--- config.mk ---
export PLATFORM = sky130hd
export DESIGN_NAME = ilc_line_ctrl
export DESIGN_NICKNAME = d
export VERILOG_FILES = /design/src/ilc_pkg.sv /design/src/ilc_line_ctrl.sv
export VERILOG_INCLUDE_DIRS = /design/src
export SDC_FILE = /design/constraint.sdc
export NUM_CORES = 1
export LEC_CHECK = 0
export BUFFER_PORTS_ARGS = -buffer_cell sky130_fd_sc_hd__buf_2
export CAP_MARGIN = 20
export CORE_MARGIN = 2
export CORE_UTILIZATION = 57
export CTS_BUF_LIST = sky130_fd_sc_hd__clkbuf_8 sky130_fd_sc_hd__clkbuf_16
export DETAILED_ROUTE_END_ITERATION = 10
export PLACE_DENSITY_LB_ADDON = 0.1
export SYNTH_ARGS = -nofsm -noshare
export SYNTH_HDL_FRONTEND = slang
export SYNTH_SLANG_ARGS = --single-unit
--- constraint.sdc ---
create_clock -name mclk -period 2.34 [get_ports mclk]
set_input_delay 0.117 -clock mclk [delete_from_list [all_inputs] [get_ports mclk]]
set_output_delay 0.117 -clock mclk [all_outputs]
set_load 0.02 [all_outputs]
--- src/ilc_defs.svh ---
// Register offsets and reset values for the line control block
`ifndef ILC_DEFS_SVH
`define ILC_DEFS_SVH
`define ILC_OFF_IRQ_EN 8'h00
`define ILC_OFF_IRQ_DIS 8'h04
`define ILC_OFF_IRQ_MASK 8'h08
`define ILC_OFF_IRQ_STAT 8'h0c
`define ILC_OFF_OD_EN 8'h10
`define ILC_OFF_OD_DIS 8'h14
`define ILC_OFF_OD_STATE 8'h18
`define ILC_OFF_PU_DIS 8'h20
`define ILC_OFF_PU_EN 8'h24
`define ILC_OFF_PU_STATE 8'h28
`define ILC_OFF_FA_SEL 8'h30
`define ILC_OFF_FB_SEL 8'h34
`define ILC_OFF_F_STATE 8'h38
`define ILC_OFF_DW_EN 8'h40
`define ILC_OFF_DW_DIS 8'h44
`define ILC_OFF_DW_STATE 8'h48
`define ILC_OFF_OUT_LVL 8'h4c
`define ILC_RST_MASK 32'h0000_0000
`define ILC_RST_OD 32'h0000_0000
`define ILC_RST_PU_OFF 32'h0000_0000
`define ILC_RST_FSEL 32'h0000_0000
`define ILC_RST_DW 32'h0000_0000
`define ILC_RST_OUT 32'h0000_0000
`endif

--- src/ilc_pkg.sv ---
// Types shared by the line control block
package ilc_pkg;
    typedef struct packed {
        logic [7:0] addr;
        logic [31:0] wdata;
        logic wr;
        logic rd;
    } ilc_bus_s;
    typedef struct packed {
        logic [31:0] level;
        logic [31:0] oe;
    } ilc_pad_s;
endpackage

--- src/ilc_line_ctrl.sv ---
// Per-line interrupt, drive, pull-up, function select and direct write control
`timescale 1ns/100ps
`include "ilc_defs.svh"

// Overview of operation
// - Writing 1 to interrupt enable bit n enables change interrupt on line n.
// - Writing 1 to interrupt disable bit n disables change interrupt on line n.
// - Mask register reads 1 for enabled lines, 0 for disabled.
// - Status bit n sets on any change of line n since last read.
// - Reading status clears all bits; a change in that cycle survives.
// - Writing 1 to open-drain enable bit n puts line n in multi-drive.
// - Writing 1 to open-drain disable bit n restores push-pull drive.
// - Multi-drive lines drive low only; state register reports 1 when enabled.
// - Writing 1 to pull-up disable bit n turns off pull-up on line n.
// - Writing 1 to pull-up enable bit n turns on pull-up on line n.
// - Pull-up state reads 0 when enabled, 1 when disabled.
// - Writing 1 to first-function select bit n routes line n to function A.
// - Writing 1 to second-function select bit n routes line n to function B.
// - Function state reads 0 for function A, 1 for function B.
// - Writing 1 to direct write enable lets output level writes reach line n.
// - Writing 1 to direct write disable blocks output level writes on line n.
module ilc_line_ctrl
    import ilc_pkg::*;
#(
    parameter int NLINES = 32
) (
    input wire logic mclk,
    input wire logic rstn,
    input wire logic [7:0] addr,
    input wire logic [31:0] wdata,
    input wire logic wr_stb,
    input wire logic rd_stb,
    output logic [31:0] rdata,
    input wire logic [NLINES-1:0] line_bit_in,
    output logic [NLINES-1:0] line_bit_out,
    output logic [NLINES-1:0] line_bit_oe,
    output logic [NLINES-1:0] pullup_on,
    output logic [NLINES-1:0] func_second,
    output logic irq
);
    // ******************************
    // Bus decode
    // ******************************
    ilc_bus_s bus;
    assign bus = '{addr: addr, wdata: wdata, wr: wr_stb, rd: rd_stb};

    function automatic logic hit_wr(input ilc_bus_s b, input logic [7:0] off);
        return b.wr && (b.addr == off);
    endfunction

    wire logic [NLINES-1:0] wd = wdata[NLINES-1:0];
    wire logic w_irq_en = hit_wr(bus, `ILC_OFF_IRQ_EN);
    wire logic w_irq_dis = hit_wr(bus, `ILC_OFF_IRQ_DIS);
    wire logic w_od_en = hit_wr(bus, `ILC_OFF_OD_EN);
    wire logic w_od_dis = hit_wr(bus, `ILC_OFF_OD_DIS);
    wire logic w_pu_en = hit_wr(bus, `ILC_OFF_PU_EN);
    wire logic w_pu_dis = hit_wr(bus, `ILC_OFF_PU_DIS);
    wire logic w_fa = hit_wr(bus, `ILC_OFF_FA_SEL);
    wire logic w_fb = hit_wr(bus, `ILC_OFF_FB_SEL);
    wire logic w_dw_en = hit_wr(bus, `ILC_OFF_DW_EN);
    wire logic w_dw_dis = hit_wr(bus, `ILC_OFF_DW_DIS);
    wire logic w_out = hit_wr(bus, `ILC_OFF_OUT_LVL);
    wire logic r_stat = rd_stb && (addr == `ILC_OFF_IRQ_STAT);

    // ******************************
    // Control state
    // ******************************
    logic [NLINES-1:0] mask_r, mask_nxt;
    logic [NLINES-1:0] od_r, od_nxt;
    logic [NLINES-1:0] pu_off_r, pu_off_nxt;
    logic [NLINES-1:0] fsel_r, fsel_nxt;
    logic [NLINES-1:0] dw_r, dw_nxt;
    logic [NLINES-1:0] out_r, out_nxt;
    logic [NLINES-1:0] stat_r, stat_nxt;
    logic [NLINES-1:0] s1_r, s2_r, s3_r, prev_r;
    logic [31:0] rdata_r, rdata_nxt;

    assign mask_nxt = w_irq_en ? (mask_r | wd) :
                      w_irq_dis ? (mask_r & ~wd) : mask_r;
    assign od_nxt = w_od_en ? (od_r | wd) :
                    w_od_dis ? (od_r & ~wd) : od_r;
    assign pu_off_nxt = w_pu_dis ? (pu_off_r | wd) :
                        w_pu_en ? (pu_off_r & ~wd) : pu_off_r;
    assign fsel_nxt = w_fa ? (fsel_r & ~wd) :
                      w_fb ? (fsel_r | wd) : fsel_r;
    assign dw_nxt = w_dw_en ? (dw_r | wd) :
                    w_dw_dis ? (dw_r & ~wd) : dw_r;
    // Only lines with direct write enabled take the written level
    assign out_nxt = w_out ? ((out_r & ~dw_r) | (wd & dw_r)) : out_r;

    // ******************************
    // Change detection
    // ******************************
    // Per line: level moves only once second and third stages agree
    wire logic [NLINES-1:0] lvl;
    wire logic [NLINES-1:0] chg;
    genvar gi;
    generate
        for (gi = 0; gi < NLINES; gi = gi + 1) begin : g_line
            assign lvl[gi] = (s2_r[gi] == s3_r[gi]) ? s3_r[gi] : prev_r[gi];
            assign chg[gi] = lvl[gi] ^ prev_r[gi];
        end
    endgenerate
    // New change wins over the clear-on-read
    assign stat_nxt = (r_stat ? '0 : stat_r) | chg;

    // ******************************
    // Read mux
    // ******************************
    wire logic [31:0] od_rd = 32'(od_r);
    always_comb begin
        rdata_nxt = 32'h0000_0000;
        case (addr)
            `ILC_OFF_IRQ_MASK: rdata_nxt = 32'(mask_r);
            `ILC_OFF_IRQ_STAT: rdata_nxt = 32'(stat_r);
            `ILC_OFF_OD_STATE: rdata_nxt = od_rd;
            `ILC_OFF_PU_STATE: rdata_nxt = 32'(pu_off_r);
            `ILC_OFF_F_STATE: rdata_nxt = 32'(fsel_r);
            `ILC_OFF_DW_STATE: rdata_nxt = 32'(dw_r);
            `ILC_OFF_OUT_LVL: rdata_nxt = 32'(out_r);
            default: rdata_nxt = 32'h0000_0000;
        endcase
    end

    always_ff @(posedge mclk) begin
        if (!rstn) begin
            mask_r <= NLINES'(`ILC_RST_MASK);
            od_r <= NLINES'(`ILC_RST_OD);
            pu_off_r <= NLINES'(`ILC_RST_PU_OFF);
            fsel_r <= NLINES'(`ILC_RST_FSEL);
            dw_r <= NLINES'(`ILC_RST_DW);
            out_r <= NLINES'(`ILC_RST_OUT);
            stat_r <= '0;
            rdata_r <= 32'h0000_0000;
        end else begin
            mask_r <= mask_nxt;
            od_r <= od_nxt;
            pu_off_r <= pu_off_nxt;
            fsel_r <= fsel_nxt;
            dw_r <= dw_nxt;
            out_r <= out_nxt;
            stat_r <= stat_nxt;
            rdata_r <= rd_stb ? rdata_nxt : 32'h0000_0000;
        end
    end

    // Synchronizer runs through reset so no false change follows release
    always_ff @(posedge mclk) begin
        s1_r <= line_bit_in;
        s2_r <= s1_r;
        s3_r <= s2_r;
        prev_r <= rstn ? lvl : s3_r;
    end

    // ******************************
    // Pad and outputs
    // ******************************
    assign rdata = rdata_r;
    // Multi-drive: drive only when low, release when high
    assign line_bit_out = out_r & ~od_r;
    assign line_bit_oe = (od_r & ~out_r) | ~od_r;
    assign pullup_on = ~pu_off_r;
    assign func_second = fsel_r;
    assign irq = |(stat_r & mask_r);
endmodule

## Yosys cells after proc, flatten, opt, wreduce, memory -nomap -nowiden

Cells that the tools add are included.

| cells by class | value |
|---|---|
| add/sub/neg operators | 0 |
| $mul | 0 |
| div/mod/pow operators | 0 |
| magnitude comparators | 0 |
| equal/unequal tests | 48 |
| shifts and indexed selects | 0 |
| muxes and demuxes | 45 |
| bitwise operators | 55 |
| reductions and logical operators | 20 |

Operator list:

| cell | number |
|---|---|
| $mux 32 | 12 |
| $and 32x32->32 | 10 |
| $or 32x32->32 | 8 |
| $pmux 32 s7 | 1 |
| $not 32->32 | 5 |
| $eq 8x6->1 const B | 6 |
| $eq 1x1->1 | 32 |
| $eq 8x7->1 const B | 4 |
| $mux 1 | 32 |
| $reduce_or 32->1 | 1 |
| $xor 1x1->1 | 32 |
| $eq 8x5->1 const B | 3 |
| $eq 8x4->1 const B | 2 |
| $logic_and 1x1->1 | 12 |
| $reduce_bool 2->1 | 5 |
| $eq 8x3->1 const B | 1 |
| $logic_not 8->1 | 1 |
| $reduce_and 2->1 | 1 |

| storage, ports and cells | value |
|---|---|
| register bits | 384 |
| bits in latches | 0 |
| memory bits (writable) | 0 |
| ROM bits | 0 |
| input port bits | 76 |
| memories kept | 0 |

## Depth between registers and ports, before layout

Gate-level depths: netlist of the first run.

| logic depth | value |
|---|---|
| word-level depth | 4 |
| depth in mapped cells | 8 |
| depth with buffers taken out | 4 |

## Worst setup path after synthesis of the first run

OpenSTA, ideal clock, no wires.

| timing | value |
|---|---|
| kind | input -> register |
| start point | input addr[7] |
| end point | register rdata_r[13] (netlist: rdata[13]) |
| arrival time | 1.610 ns |
| required time | 2.257 ns |
| slack | 0.647 ns |
| stages | 7 |
| cells stage by stage | buf_6 -> or4b_1 -> buf_2 -> or3_1 -> buf_6 -> buf_6 -> o221ai_1 |

| on the way | value |
|---|---|
| word-level cells in the longest chain between the ends | 2 |

RTL lines:

| what | RTL line | text |
|---|---|---|
| start, declared | ilc_line_ctrl.sv:29 | `input wire logic [7:0] addr,` |
| $eq 8x7->1 (tied with other cells) | ilc_line_ctrl.sv:113 | `case (addr)` |
| $pmux 32 s7 * | ilc_line_ctrl.sv:113 |  |
| end signal, assigned | ilc_line_ctrl.sv:143 | `rdata_r <= rd_stb ? rdata_nxt : 32'h0000_0000;` |
| end, declared | ilc_line_ctrl.sv:76 | `logic [31:0] rdata_r, rdata_nxt;` |

Every way passes the cells marked *; elsewhere a longest branch is shown, timed or not.
A chain may end at the register's enable or synchronous reset.

## Final worst setup path of the first run

| timing | value |
|---|---|
| start point | register stat_r[19] |
| end point | output irq |

| on the way | value |
|---|---|
| word-level cells in the longest chain between the ends | 2 |

RTL lines:

| what | RTL line | text |
|---|---|---|
| start, declared | ilc_line_ctrl.sv:74 | `logic [NLINES-1:0] stat_r, stat_nxt;` |
| start signal, assigned | ilc_line_ctrl.sv:142 | `stat_r <= stat_nxt;` |
| $and 32x32->32 | ilc_line_ctrl.sv:164 | `assign irq = \|(stat_r & mask_r);` |
| $reduce_or 32->1 | ilc_line_ctrl.sv:164 |  |
| end, declared | ilc_line_ctrl.sv:39 | `output logic irq` |

Every way passes these cells.

==> results of run 1 <==
-- cells in the mapped netlist (all sizes together) --
cell / n / area (um^2)
or3: 2 / 12.5
a31oi: 1 / 6.26
clkbuf: 106 / 398
mux2: 59 / 664
a22o: 4 / 35.0
nor3b: 2 / 15.0
nand2: 161 / 604
or4: 2 / 15.0
o21ai: 72 / 360
a221oi: 33 / 289
nand4: 5 / 31.3
a311oi: 128 / 1230
dfxtp: 384 / 7690
a32oi: 21 / 184
o22ai: 4 / 25.0
a21oi: 199 / 996
nor4: 2 / 12.5
a41o: 32 / 320
and3: 32 / 200
and4: 1 / 8.76
nor2: 70 / 278
nand3: 1 / 5.00
or3b: 1 / 8.76
mux2i: 60 / 601
a32o: 10 / 100
nor3: 2 / 15.0
nand3b: 1 / 7.51
or4b: 3 / 30.0
o211ai: 6 / 75.1
a22oi: 24 / 180
o22a: 1 / 8.76
o2bb2ai: 1 / 8.76
inv: 67 / 251
o221ai: 13 / 114
nor4b: 6 / 104
buf: 51 / 327
nor2b: 34 / 213
and2: 2 / 12.5
-- worst max-delay path, delay by kind of cell (launching register included) --
kind,cells,cell delay (ps)
and+or+nand+nor,2,740
DFF,1,380
AOI/OAI and AO/OA,1,320
buffers and inverters,1,210
-- stage by stage --
step	hold slack, ps	power (uW)	worst slack [ps]	std cells	cell area (um^2)
2_1_floorplan	145	7510	647	1603	15400
3_3_place_gp	219	7790	315	2074	16900
3_5_place_dp	221	7820	248	2074	16900
4_1_cts	28.3	14500	55.4	2210	18900
5_1_grt	56.0	14900	30.8	2211	18900
6_report	53.0	14500	55.8	2211	18900
-- per-layer routing --
| layer | track usage, % | vias to the layer above | share of wire [%] |
|---|---|---|---|
| li1 | - | 6431 | - |
| met1 | 42.5 | 6660 | 42 |
| met2 | 50.4 | 638 | 46 |
| met3 | 5.49 | 95 | 8.2 |
| met4 | 11.7 | 2 | 3.2 |
| met5 | 0 | - | 0.022 |
-- logic make-up (layout without fill, tap and decap cells) --
kind of cell           after synthesis  after routing  share of synthesized area, %
DFF                                384            384                          49.8
other                                0              1                             0
AOI/OAI and AO/OA                  549            549                          25.5
and+or+nand+nor                    327            327                          10.2
muxes                              119            119                          8.20
buffers and inverters              224            490                          6.32
-- timing repair --
action	in CTS	in global routing
endpoints found under the hold margin	213	0
hold buffers	64	0
resized for setup	1	0
endpoints found under the setup margin	1	0
-- cell type report --
type	count	area, um^2	area share [%]
flip-flops and latches	384	7690	40.7
clock inverters	28	323	1.71
well taps	341	427	2.26
repair buffers	351	2320	12.3
diodes	1	2.50	0.0132
inverters	67	256	1.36
clock buffers	44	1070	5.65
multi-input cells	995	6810	36.0
-- worst min-delay path by stage --
stage | slack (ps) | end | startpoint | cells past startpoint
after floorplan | 140 | s1_r[0] | line_bit_in[0] | 0
after global placement | 220 | s1_r[18] | line_bit_in[18] | 1
after detailed placement | 220 | s1_r[5] | line_bit_in[5] | 1
after CTS | 30 | prev_r[12] | rstn | 3
after global routing | 60 | prev_r[2] | rstn | 3
final | 50 | prev_r[12] | rstn | 3
-- report_power, final --
| group | switching [uW] | internal [uW] | total (uW) |
|---|---|---|---|
| registers | 195 | 6750 | 6940 |
| clock network | 2630 | 4070 | 6690 |
| logic | 509 | 343 | 851 |
| total | 3330 | 11200 | 14500 |
-- layout by cell type, fill, tap and decap left out, types with 3 or more instances in the layout --
master / count
bufinv_16: 7
o211ai_2: 6
a21oi_1: 199
dlygate4sd3_1: 64
a311oi_1: 111
clkbuf_8: 3
a22oi_1: 23
a41o_1: 32
and3_1: 32
a22o_1: 4
nor2b_1: 33
nor2_1: 68
mux2_2: 59
dfxtp_1: 384
clkbuf_16: 41
nand4_1: 5
o22ai_1: 4
a32o_1: 10
or4b_1: 3
nor4b_4: 4
o21ai_0: 71
nand2_1: 161
buf_12: 9
a32oi_1: 21
buf_4: 45
a311oi_2: 17
buf_2: 233
a221oi_1: 33
clkinv_2: 13
o221ai_1: 13
mux2i_1: 60
inv_1: 70
==> summary.md, run 1 <==
| Metric | Value |
|---|---|
| H-tree levels | 2 |
| Fin nets | 1,915 |
| Share of cells above drive strength 1 | 24.1% |
| Hold Crit Class | input pin to flop |
| Worst-margin pin slew | 666 ps |
| Yosys warns | 0 |
| P_leak | around 0.008 uW |
| First-pass iteration count of the detailed router | 7 |
| Final ANT Viol Nets | 0 |
| Number of global-route vias before repair | between 10,000 and 15,000 |
| Initial antenna violation count | 2 |
| Max_cap viols | 0 |
| Sequential fraction of the synthesis area | 49.8% |
| Unrepaired setup endpoints after global routing | false |
| CP Launch Type | flop |
| Final WL | 46,200 um |
| Initial DRC count | 1,416 |
| Power density over cell area | between 700 and 800 nW/um^2 |
| Worst reg-to-reg path cell count | 4 |
| DR vias | 13,826 |
| Slew margin rel. | 55.6% |
| Gr ovfl total | 0 |
| Setup Skew | approximately 18 ps |
| Synthesized flop and latch total | 384 |
| Crit-path max cell delay | 620 ps |
| DRC viols | 0 |
| Post-synth cell types | 47 |
| Post-CTS setup buffer count | 0 |
| Critical path startpoint | stat_r[19] |
| CP arrival | 2170 ps |
| Critical Path Sink Type | output port |
| Vert. Die Dim | 169 um |
| Worst IR Drop VDD | 0.000664 V |
| Final Setup Violations | 0 |
| Final TNS setup | 0 ps |
| CTS Buf Count | 40 |
| Max Buffers Root-to-Sink | 3 |
| Number of I/O port buffers | roughly 240 |
| DR vias/cell | 6.25 |
| Cells after Synth | 1,603 |
| Core region area | 26,800 um^2 |
| Synthesized area | 15,400 um^2 |
| Syn avg cell area | 9.63 um^2 |
| CP cell instances | a22oi_1 -> nand4_1 -> or4_1 -> buf_2 |
| Worst skew pair latency | 530 ps |
| Critical-path maximum fanout | 3 |
| Fin. Hold Viols | 0 |
| Routability cong. | between 0.8 and 0.9 |
| Outcome | completed |
| GRT Util Overall | 31.3% |
| Row cnt | 60 |
| Post-Syn Nets | approximately 1,700 |
| Hpwl dp | 30,500 um |
| Critical Path Sink | irq |
| First-pass GRT wire length | 70,500 um |
| Num ports | 237 |
| Worst reg-to-reg setup slack | 1010 ps |
| Area grow syn2layout | 22.5% |
| Utilization after layout | 70.5% |
| Max-slew violations | 0 |
| TritonCTS Sinks | 384 |
| CTS tree | done |
| Die area | 28,400 um^2 |
| Fill cells | between 2,000 and 2,500 |
| Fmax achieved | 438 MHz |
| Terminus of the critical flop-to-flop path | rdata[24] |
| Clock Pin Slew Worst Setup and Hold Paths | 60 ps |
| Critical path type | flop to output port |
| DR WL/cell | 20.9 um |
| CP required | about 2200 ps |
| Die span in x | 169 um |
| Tmin final | between 2000 and 2500 ps |
| Largest net degree at the start of global routing | 65 |
| Initial Util | 57.6% |
| Crit path max-delay cell type | or4_1 |
| Final period util | 97.6% |
| Root buffer cell | clkbuf_16 |
No activity file was read; power rests on OpenSTA's default activity.
==> run 2, diff against run 1 <==
- ABC_AREA: not set -> 1
==> run 2 against run 1 <==
  * Non-clock buffer count shrank 6
  * Area after synthesis grew 0.86%
  * Via count grew 14%
  * Largest cell class unchanged
  * Count of clock-buffer cells in the layout grew 3
  * First-iteration DRC count grew 31%
  * Largest power group unchanged
  * Combinational power shrank 10%
  * Fmax grew 16%
  * Wire length grew 6.0%
  * Clock power shrank 5.1%
  * Design area grew 0.86%
==> summary.md, run 2 <==
| Metric | Value |
|---|---|
| Outcome | completed (unchanged) |
| Row cnt | 60 (unchanged) |
| Hold Crit Class | input pin to flop (unchanged) |
| First-pass GRT wire length | 75,400 um (was 70,500 um) |
| Sequential fraction of the synthesis area | 49.4% (was 49.8%) |
| CTS tree | done (unchanged) |
| Post-synth cell types | 22 (was 47) |
| Max Buffers Root-to-Sink | 3 (unchanged) |
| Die area | 28,600 um^2 (was 28,400 um^2) |
| Vert. Die Dim | 169 um (about the same) |
| Worst-margin pin slew | 598 ps (was 666 ps) |
| H-tree levels | 2 (unchanged) |
| Critical path type | flop to output port (unchanged) |
| Crit path max-delay cell type | dfxtp_1 (was or4_1) |
| DR vias/cell | 5.62 (was 6.25) |
| Post-synthesis xor/xnor area fraction | 0% (unchanged) |
| Fmax achieved | 509 MHz (was 438 MHz) |
| Synthesized area | 15,600 um^2 (was 15,400 um^2) |
| Initial DRC count | 1,857 (was 1,416) |
| Post-CTS Resized | 0 (was 1) |
| Synth Area in Compound Gates | 16.0% (was 25.5%) |
| Initial Util | 57.9% (was 57.6%) |
| P_leak | 0.00834 uW (was 0.00785 uW) |
| Synth Area in Simple Gates | 26.1% (was 10.2%) |
| Die span in x | 169 um (about the same) |
| Placed cell count | 2,672 (was 2,074) |
| GRT Util Overall | 33.2% (was 31.3%) |
| TritonCTS Sinks | 384 (unchanged) |
| Worst IR Drop VDD | 0.000827 V (was 0.000664 V) |
| Routability cong. | 0.918 (was 0.864) |
| Top cells by area, synth | dfxtp_1, nand2_1, nand3_1, o21ai_0, a21oi_1 (was dfxtp_1, a21oi_1, a311oi_1, mux2_2, nand2_1) |
| Unrepaired setup endpoints after global routing | false (unchanged) |
| Ys async rst share | 0% (unchanged) |
| Post-Syn Nets | 2,247 (was 1,679) |
| Crit-path max cell delay | 350 ps (was 620 ps) |
| Fill cells | 2,274 (was 2,076) |
| Number of global-route vias before repair | 14,370 (was 12,748) |
| Gr ovfl total | 0 (unchanged) |
| Synth top area share | 49.4% (was 49.8%) |
| Share of cells above drive strength 1 | 14.8% (was 24.1%) |
| Final WL | 49,000 um (was 46,200 um) |
| Hpwl dp | 31,100 um (was 30,500 um) |
| Largest family of logic cells by synthesized area | simple AND/OR/NAND/NOR gates (was compound AO/OA/AOI/OAI gates) |
| Fin nets | 2,513 (was 1,915) |
| Setup Skew | 15.9 ps (was 17.6 ps) |
| Core region area | 26,900 um^2 (was 26,800 um^2) |
| CP required | 2220 ps (about the same) |
| Post-synth EDFFs | 0 (unchanged) |
| Area leader, netlist | dfxtp_1 (unchanged) |
| Initial antenna violation count | 0 (was 2) |
| CP cell instances | a22o_1 -> nor2_1 -> nand2_1 -> nor2_1 -> nand2_1 -> buf_2 (was a22oi_1 -> nand4_1 -> or4_1 -> buf_2) |
| Synthesized flop and latch total | 384 (unchanged) |
| Commonest non-fill, non-tap cells in the layout | nand2_1, dfxtp_1, nand3_1 (was dfxtp_1, buf_2, a21oi_1) |
| Post-CTS setup buffer count | 0 (unchanged) |
| Most common library cells after synthesis | nand2_1, dfxtp_1, nand3_1 (was dfxtp_1, a21oi_1, nand2_1) |
| Post-synth top flop | dfxtp_1 (unchanged) |
| Area grow syn2layout | 22.5% (about the same) |
| Root buffer cell | clkbuf_16 (unchanged) |
| DRC viols | 0 (unchanged) |
| Finished Layout Cells | 2,810 (was 2,211) |
| Number of I/O port buffers | 236 (unchanged) |
| Slew margin rel. | 59.7% (was 55.6%) |
| Worst hold margin | 54.5 ps (was 53.0 ps) |
| DR vias | 15,800 (was 13,826) |
| Synth Area in Adders | 0% (unchanged) |
| Final ANT Viol Nets | 0 (unchanged) |
| Final Setup Violations | 0 (unchanged) |
| Max-slew violations | 0 (unchanged) |
| Critical-path maximum fanout | 3 (unchanged) |
| CP Launch Type | flop (unchanged) |
| Final TNS setup | 0 ps (unchanged) |
| Most common cell in the netlist | nand2_1 (was dfxtp_1) |
| Mux cell area share after synthesis | 0% (was 8.20%) |
| Clock Pin Slew Worst Setup and Hold Paths | 60 ps (about the same) |
| Fin. Hold Viols | 0 (unchanged) |
| First-pass iteration count of the detailed router | 8 (was 7) |
| CP arrival | 1850 ps (was 2170 ps) |
| Critical Path Sink Type | output port (unchanged) |
| Final period util | 83.9% (was 97.6%) |
| Max_cap viols | 0 (unchanged) |
| CTS Buf Count | 40 (unchanged) |
| Yosys warns | 0 (unchanged) |
| Largest net degree at the start of global routing | 88 (was 65) |
| Power density over cell area | 735 nW/um^2 (was 766 nW/um^2) |
| Worst skew pair latency | 540 ps (was 530 ps) |
| Syn avg cell area | 7.17 um^2 (was 9.63 um^2) |
| Num ports | 237 (unchanged) |
| Cells after Synth | 2,171 (was 1,603) |
| Tmin final | 1960 ps (was 2280 ps) |
| DR WL/cell | 17.4 um (was 20.9 um) |
| Commonest non-fill, non-tap cell in the layout | nand2_1 (was dfxtp_1) |
run 2: final cells by class:
class / instances / area (um^2) / share of cell area, %
timing repair buffer: 345 / 2260 / 11.9
multi-input combinational: 1458 / 6580 / 34.5
inverter: 208 / 786 / 4.12
sequential: 384 / 7690 / 40.3
clock inverter: 25 / 209 / 1.10
clock buffer: 47 / 1110 / 5.81
antenna: 2 / 5.00 / 0.0263
tap: 341 / 427 / 2.24
run 2: metrics by stage:
step | power, uW | util (%) | setup slack, ps | cell area (um^2)
6_report | 14000 | 70.9 | 377 | 19100
5_1_grt | 14400 | 70.9 | 309 | 19100
4_1_cts | 14100 | 70.9 | 391 | 19100
3_5_place_dp | 7690 | 63.6 | 542 | 17100
3_3_place_gp | 7660 | 63.6 | 589 | 17100
2_1_floorplan | 7350 | - | 1160 | 15600
run 2: critical path: cells and delay by family, from the launching register on:
| kind | cells | cell delay [ps] |
|---|---|---|
| simple gates | 4 | 530 |
| flops | 1 | 350 |
| compound gates | 1 | 250 |
| buf+inv | 1 | 170 |
run 2: final timing paths:
kind | start | slack, ps | end | cells after the start
worst max-delay path | stat_r[28] | 380 | irq | 6
worst min-delay path | rstn | 50 | flop | 3
worst max register to register | s2_r[23] | 1150 | stat_r[23] | 4
worst min register to register | s1_r[9] | 330 | s2_r[9] | 0
run 2: timing repair:
action,4_1_cts,5_1_grt
endpoints found under the setup margin,0,0
endpoints found under the hold margin,192,0
hold buffers,64,0
run 2: metal layers:
| metal | track usage [%] | routed length (um) |
|---|---|---|
| met5 | 0 | 0 |
| met4 | 12.7 | 1740 |
| met3 | 5.76 | 5390 |
| met2 | 53.8 | 22000 |
| met1 | 44.5 | 19800 |
run 2: kinds of logic (layout without fill, tap and decap cells):
logic type	Yosys count	in the layout
AOI/OAI and AO/OA	491	491
DFF	384	384
and+or+nand+nor	967	967
other	0	2
buffers and inverters	329	625
run 2: where the power goes:
part	leakage, uW	total [uW]	internal (uW)	switching, uW
Sequential	0.00315	6890	6750	148
Combinational	0.00450	766	261	505
Clock	0.000684	6350	3720	2640
==> run 3, diff against run 2 <==
- clock period: 2.34 -> 2 ns (I/O delays scaled with it)
==> run 3 against run 2 <==
  * Register-to-register slack got worse by 320 ps
  * Clock skew up 3.8 ps
  * Wire length fell by 0.68%
  * Largest power group unchanged
==> summary.md, run 3 (same netlist as run 2, synthesis figures left out) <==
| Metric | Value |
|---|---|
| Tmin final | about 1900 ps |
| Commonest non-fill, non-tap cell in the layout | nand2_1 (unchanged) |
| CP required | 1900 ps (was 2220 ps) |
| First-pass iteration count of the detailed router | 6 (was 8) |
| Worst skew pair latency | 530 ps (was 540 ps) |
| Slew margin rel. | 38.9% (was 59.7%) |
| CP Launch Type | flop (unchanged) |
| Post-route setup slack | 107 ps (was 377 ps) |
| Clock group share of total power | 45.3% (about the same) |
| Number of global-route vias before repair | 14,581 (was 14,370) |
| P_leak | 0.00832 uW (was 0.00834 uW) |
| DR vias | 15,933 (was 15,800) |
| H-tree levels | 2 (unchanged) |
| CTS Buf Count | 40 (unchanged) |
| Max-slew violations | 0 (unchanged) |
| Pre-CTS setup slack | 221 ps (was 542 ps) |
| Fill cells | 2,212 (was 2,274) |
| Max Buffers Root-to-Sink | 3 (unchanged) |
| Final Setup Violations | 0 (unchanged) |
| Initial DRC count | 1,654 (was 1,857) |
| Setup Skew | 19.7 ps (was 15.9 ps) |
| Final TNS setup | 0 ps (unchanged) |
| DRC viols | 0 (unchanged) |
| Root buffer cell | clkbuf_16 (unchanged) |
| Unrepaired setup endpoints after global routing | false (unchanged) |
| CTS tree | done (unchanged) |
| Initial antenna violation count | 1 (was 0) |
| Worst IR Drop VDD | 0.000993 V (was 0.000827 V) |
| Share of cells above drive strength 1 | 14.8% (about the same) |
| Post-CTS setup buffer count | 0 (unchanged) |
| Critical path type | flop to output port (unchanged) |
| DR vias/cell | 5.68 (was 5.62) |
| Logic pwr share | 5.5% (about the same) |
| CP arrival | 1790 ps (was 1850 ps) |
| First-pass GRT wire length | 75,700 um (was 75,400 um) |
| Final WL | 48,700 um (was 49,000 um) |
| Die span in x | 169 um (unchanged) |
| Final period util | 94.6% |
| Number of I/O port buffers | 236 (unchanged) |
| Commonest non-fill, non-tap cells in the layout | nand2_1, dfxtp_1, nand3_1 (unchanged) |
| Routability cong. | 0.943 (was 0.918) |
| Vert. Die Dim | 169 um (unchanged) |
| Sequential power share | 49.3% (was 49.2%) |
| Final ANT Viol Nets | 0 (unchanged) |
| Initial Util | 57.9% (unchanged) |
| Die area | 28,600 um^2 (unchanged) |
| Power density over cell area | 857 nW/um^2 (was 735 nW/um^2) |
| Largest net degree at the start of global routing | 89 (was 88) |
| DR WL/cell | 17.4 um (about the same) |
| Num ports | 237 (unchanged) |
| Outcome | completed (unchanged) |
| Critical-path maximum fanout | 3 (unchanged) |
| Fin nets | 2,513 (unchanged) |
| Area grow syn2layout | 22.6% (was 22.5%) |
| P_sw | 3730 uW (was 3290 uW) |
| Gr ovfl total | 0 (unchanged) |
| Row cnt | 60 (unchanged) |
| Switch share | 22.8% (was 23.5%) |
| Hpwl dp | 31,200 um (was 31,100 um) |
| Fmax achieved | approximately 530 MHz |
| Utilization after layout | 71.0% (was 70.9%) |
| Hold Crit Class | input pin to flop (unchanged) |
| Critical Path Sink Type | output port (unchanged) |
| Internal power | 12,600 uW (was 10,700 uW) |
| Max_cap viols | 0 (unchanged) |
| Fin. Hold Viols | 0 (unchanged) |
| Worst-margin pin slew | 917 ps (was 598 ps) |
| Core region area | 26,900 um^2 (unchanged) |
| GRT Util Overall | 33.1% (was 33.2%) |
| Clock Pin Slew Worst Setup and Hold Paths | 60 ps (about the same) |
| TritonCTS Sinks | 384 (unchanged) |
run 3: path summary, 6_finish.rpt:
| path | slack, ps | endpoint | start | cells after the start |
|---|---|---|---|---|
| worst max-delay path | 110 | irq | stat_r[28] | 6 |
| worst min-delay path | 70 | flop | addr[6] | 5 |
| worst max register to register | 830 | stat_r[17] | s2_r[17] | 4 |
| worst min register to register | 320 | s2_r[23] | s1_r[23] | 0 |
run 3: repair_timing:
item,in CTS,in global routing
setup endpoints to repair,0,1
gates resized for setup,0,1
endpoints found under the hold margin,192,0
hold buffers,64,0
run 3: critical path, cell delays in order (launching register included):
cell,delay (ps)
dfxtp_1,340
a22o_1,260
nor2_2,150
nand2_1,120
nor2_1,110
nand2_1,100
buf_2,180
run 3: power groups by stage:
stage	registers (uW)	logic [uW]	clock network [uW]
floorplan	8160	435	0
global placement	8210	749	0
detailed placement	8220	765	0
CTS	8050	868	7500
global route	8080	970	7790
finish	8060	892	7400
run 3: layout make-up:
class / count / area (um^2) / area share, %
clock buffers: 51 / 1150 / 6.04
repair buffers: 345 / 2270 / 11.9
multi-input cells: 1458 / 6590 / 34.5
inverters: 208 / 786 / 4.12
clock inverters: 15 / 164 / 0.859
flip-flops and latches: 384 / 7690 / 40.3
diodes: 2 / 5.00 / 0.0262
well taps: 341 / 427 / 2.24
run 3: per-layer routing:
layer / up-vias / share of wire (%) / GRT usage [%]
met4: 0 / 3.1 / 12.9
li1: 7606 / - / -
met2: 903 / 45 / 53.3
met5: - / 0 / 0
met3: 124 / 11 / 7.30
met1: 7300 / 41 / 43.7
run 3: through the flow:
stage                     total power, uW  std cells  instance area, um^2  hold slack [ps]
after floorplan                      8590       2171                15600              128
after global placement               8960       2672                17100              202
after detailed placement             8990       2672                17100              204
after CTS                           16400       2802                19100             45.2
after global routing                16800       2802                19100             82.7
final                               16400       2804                19100             70.4
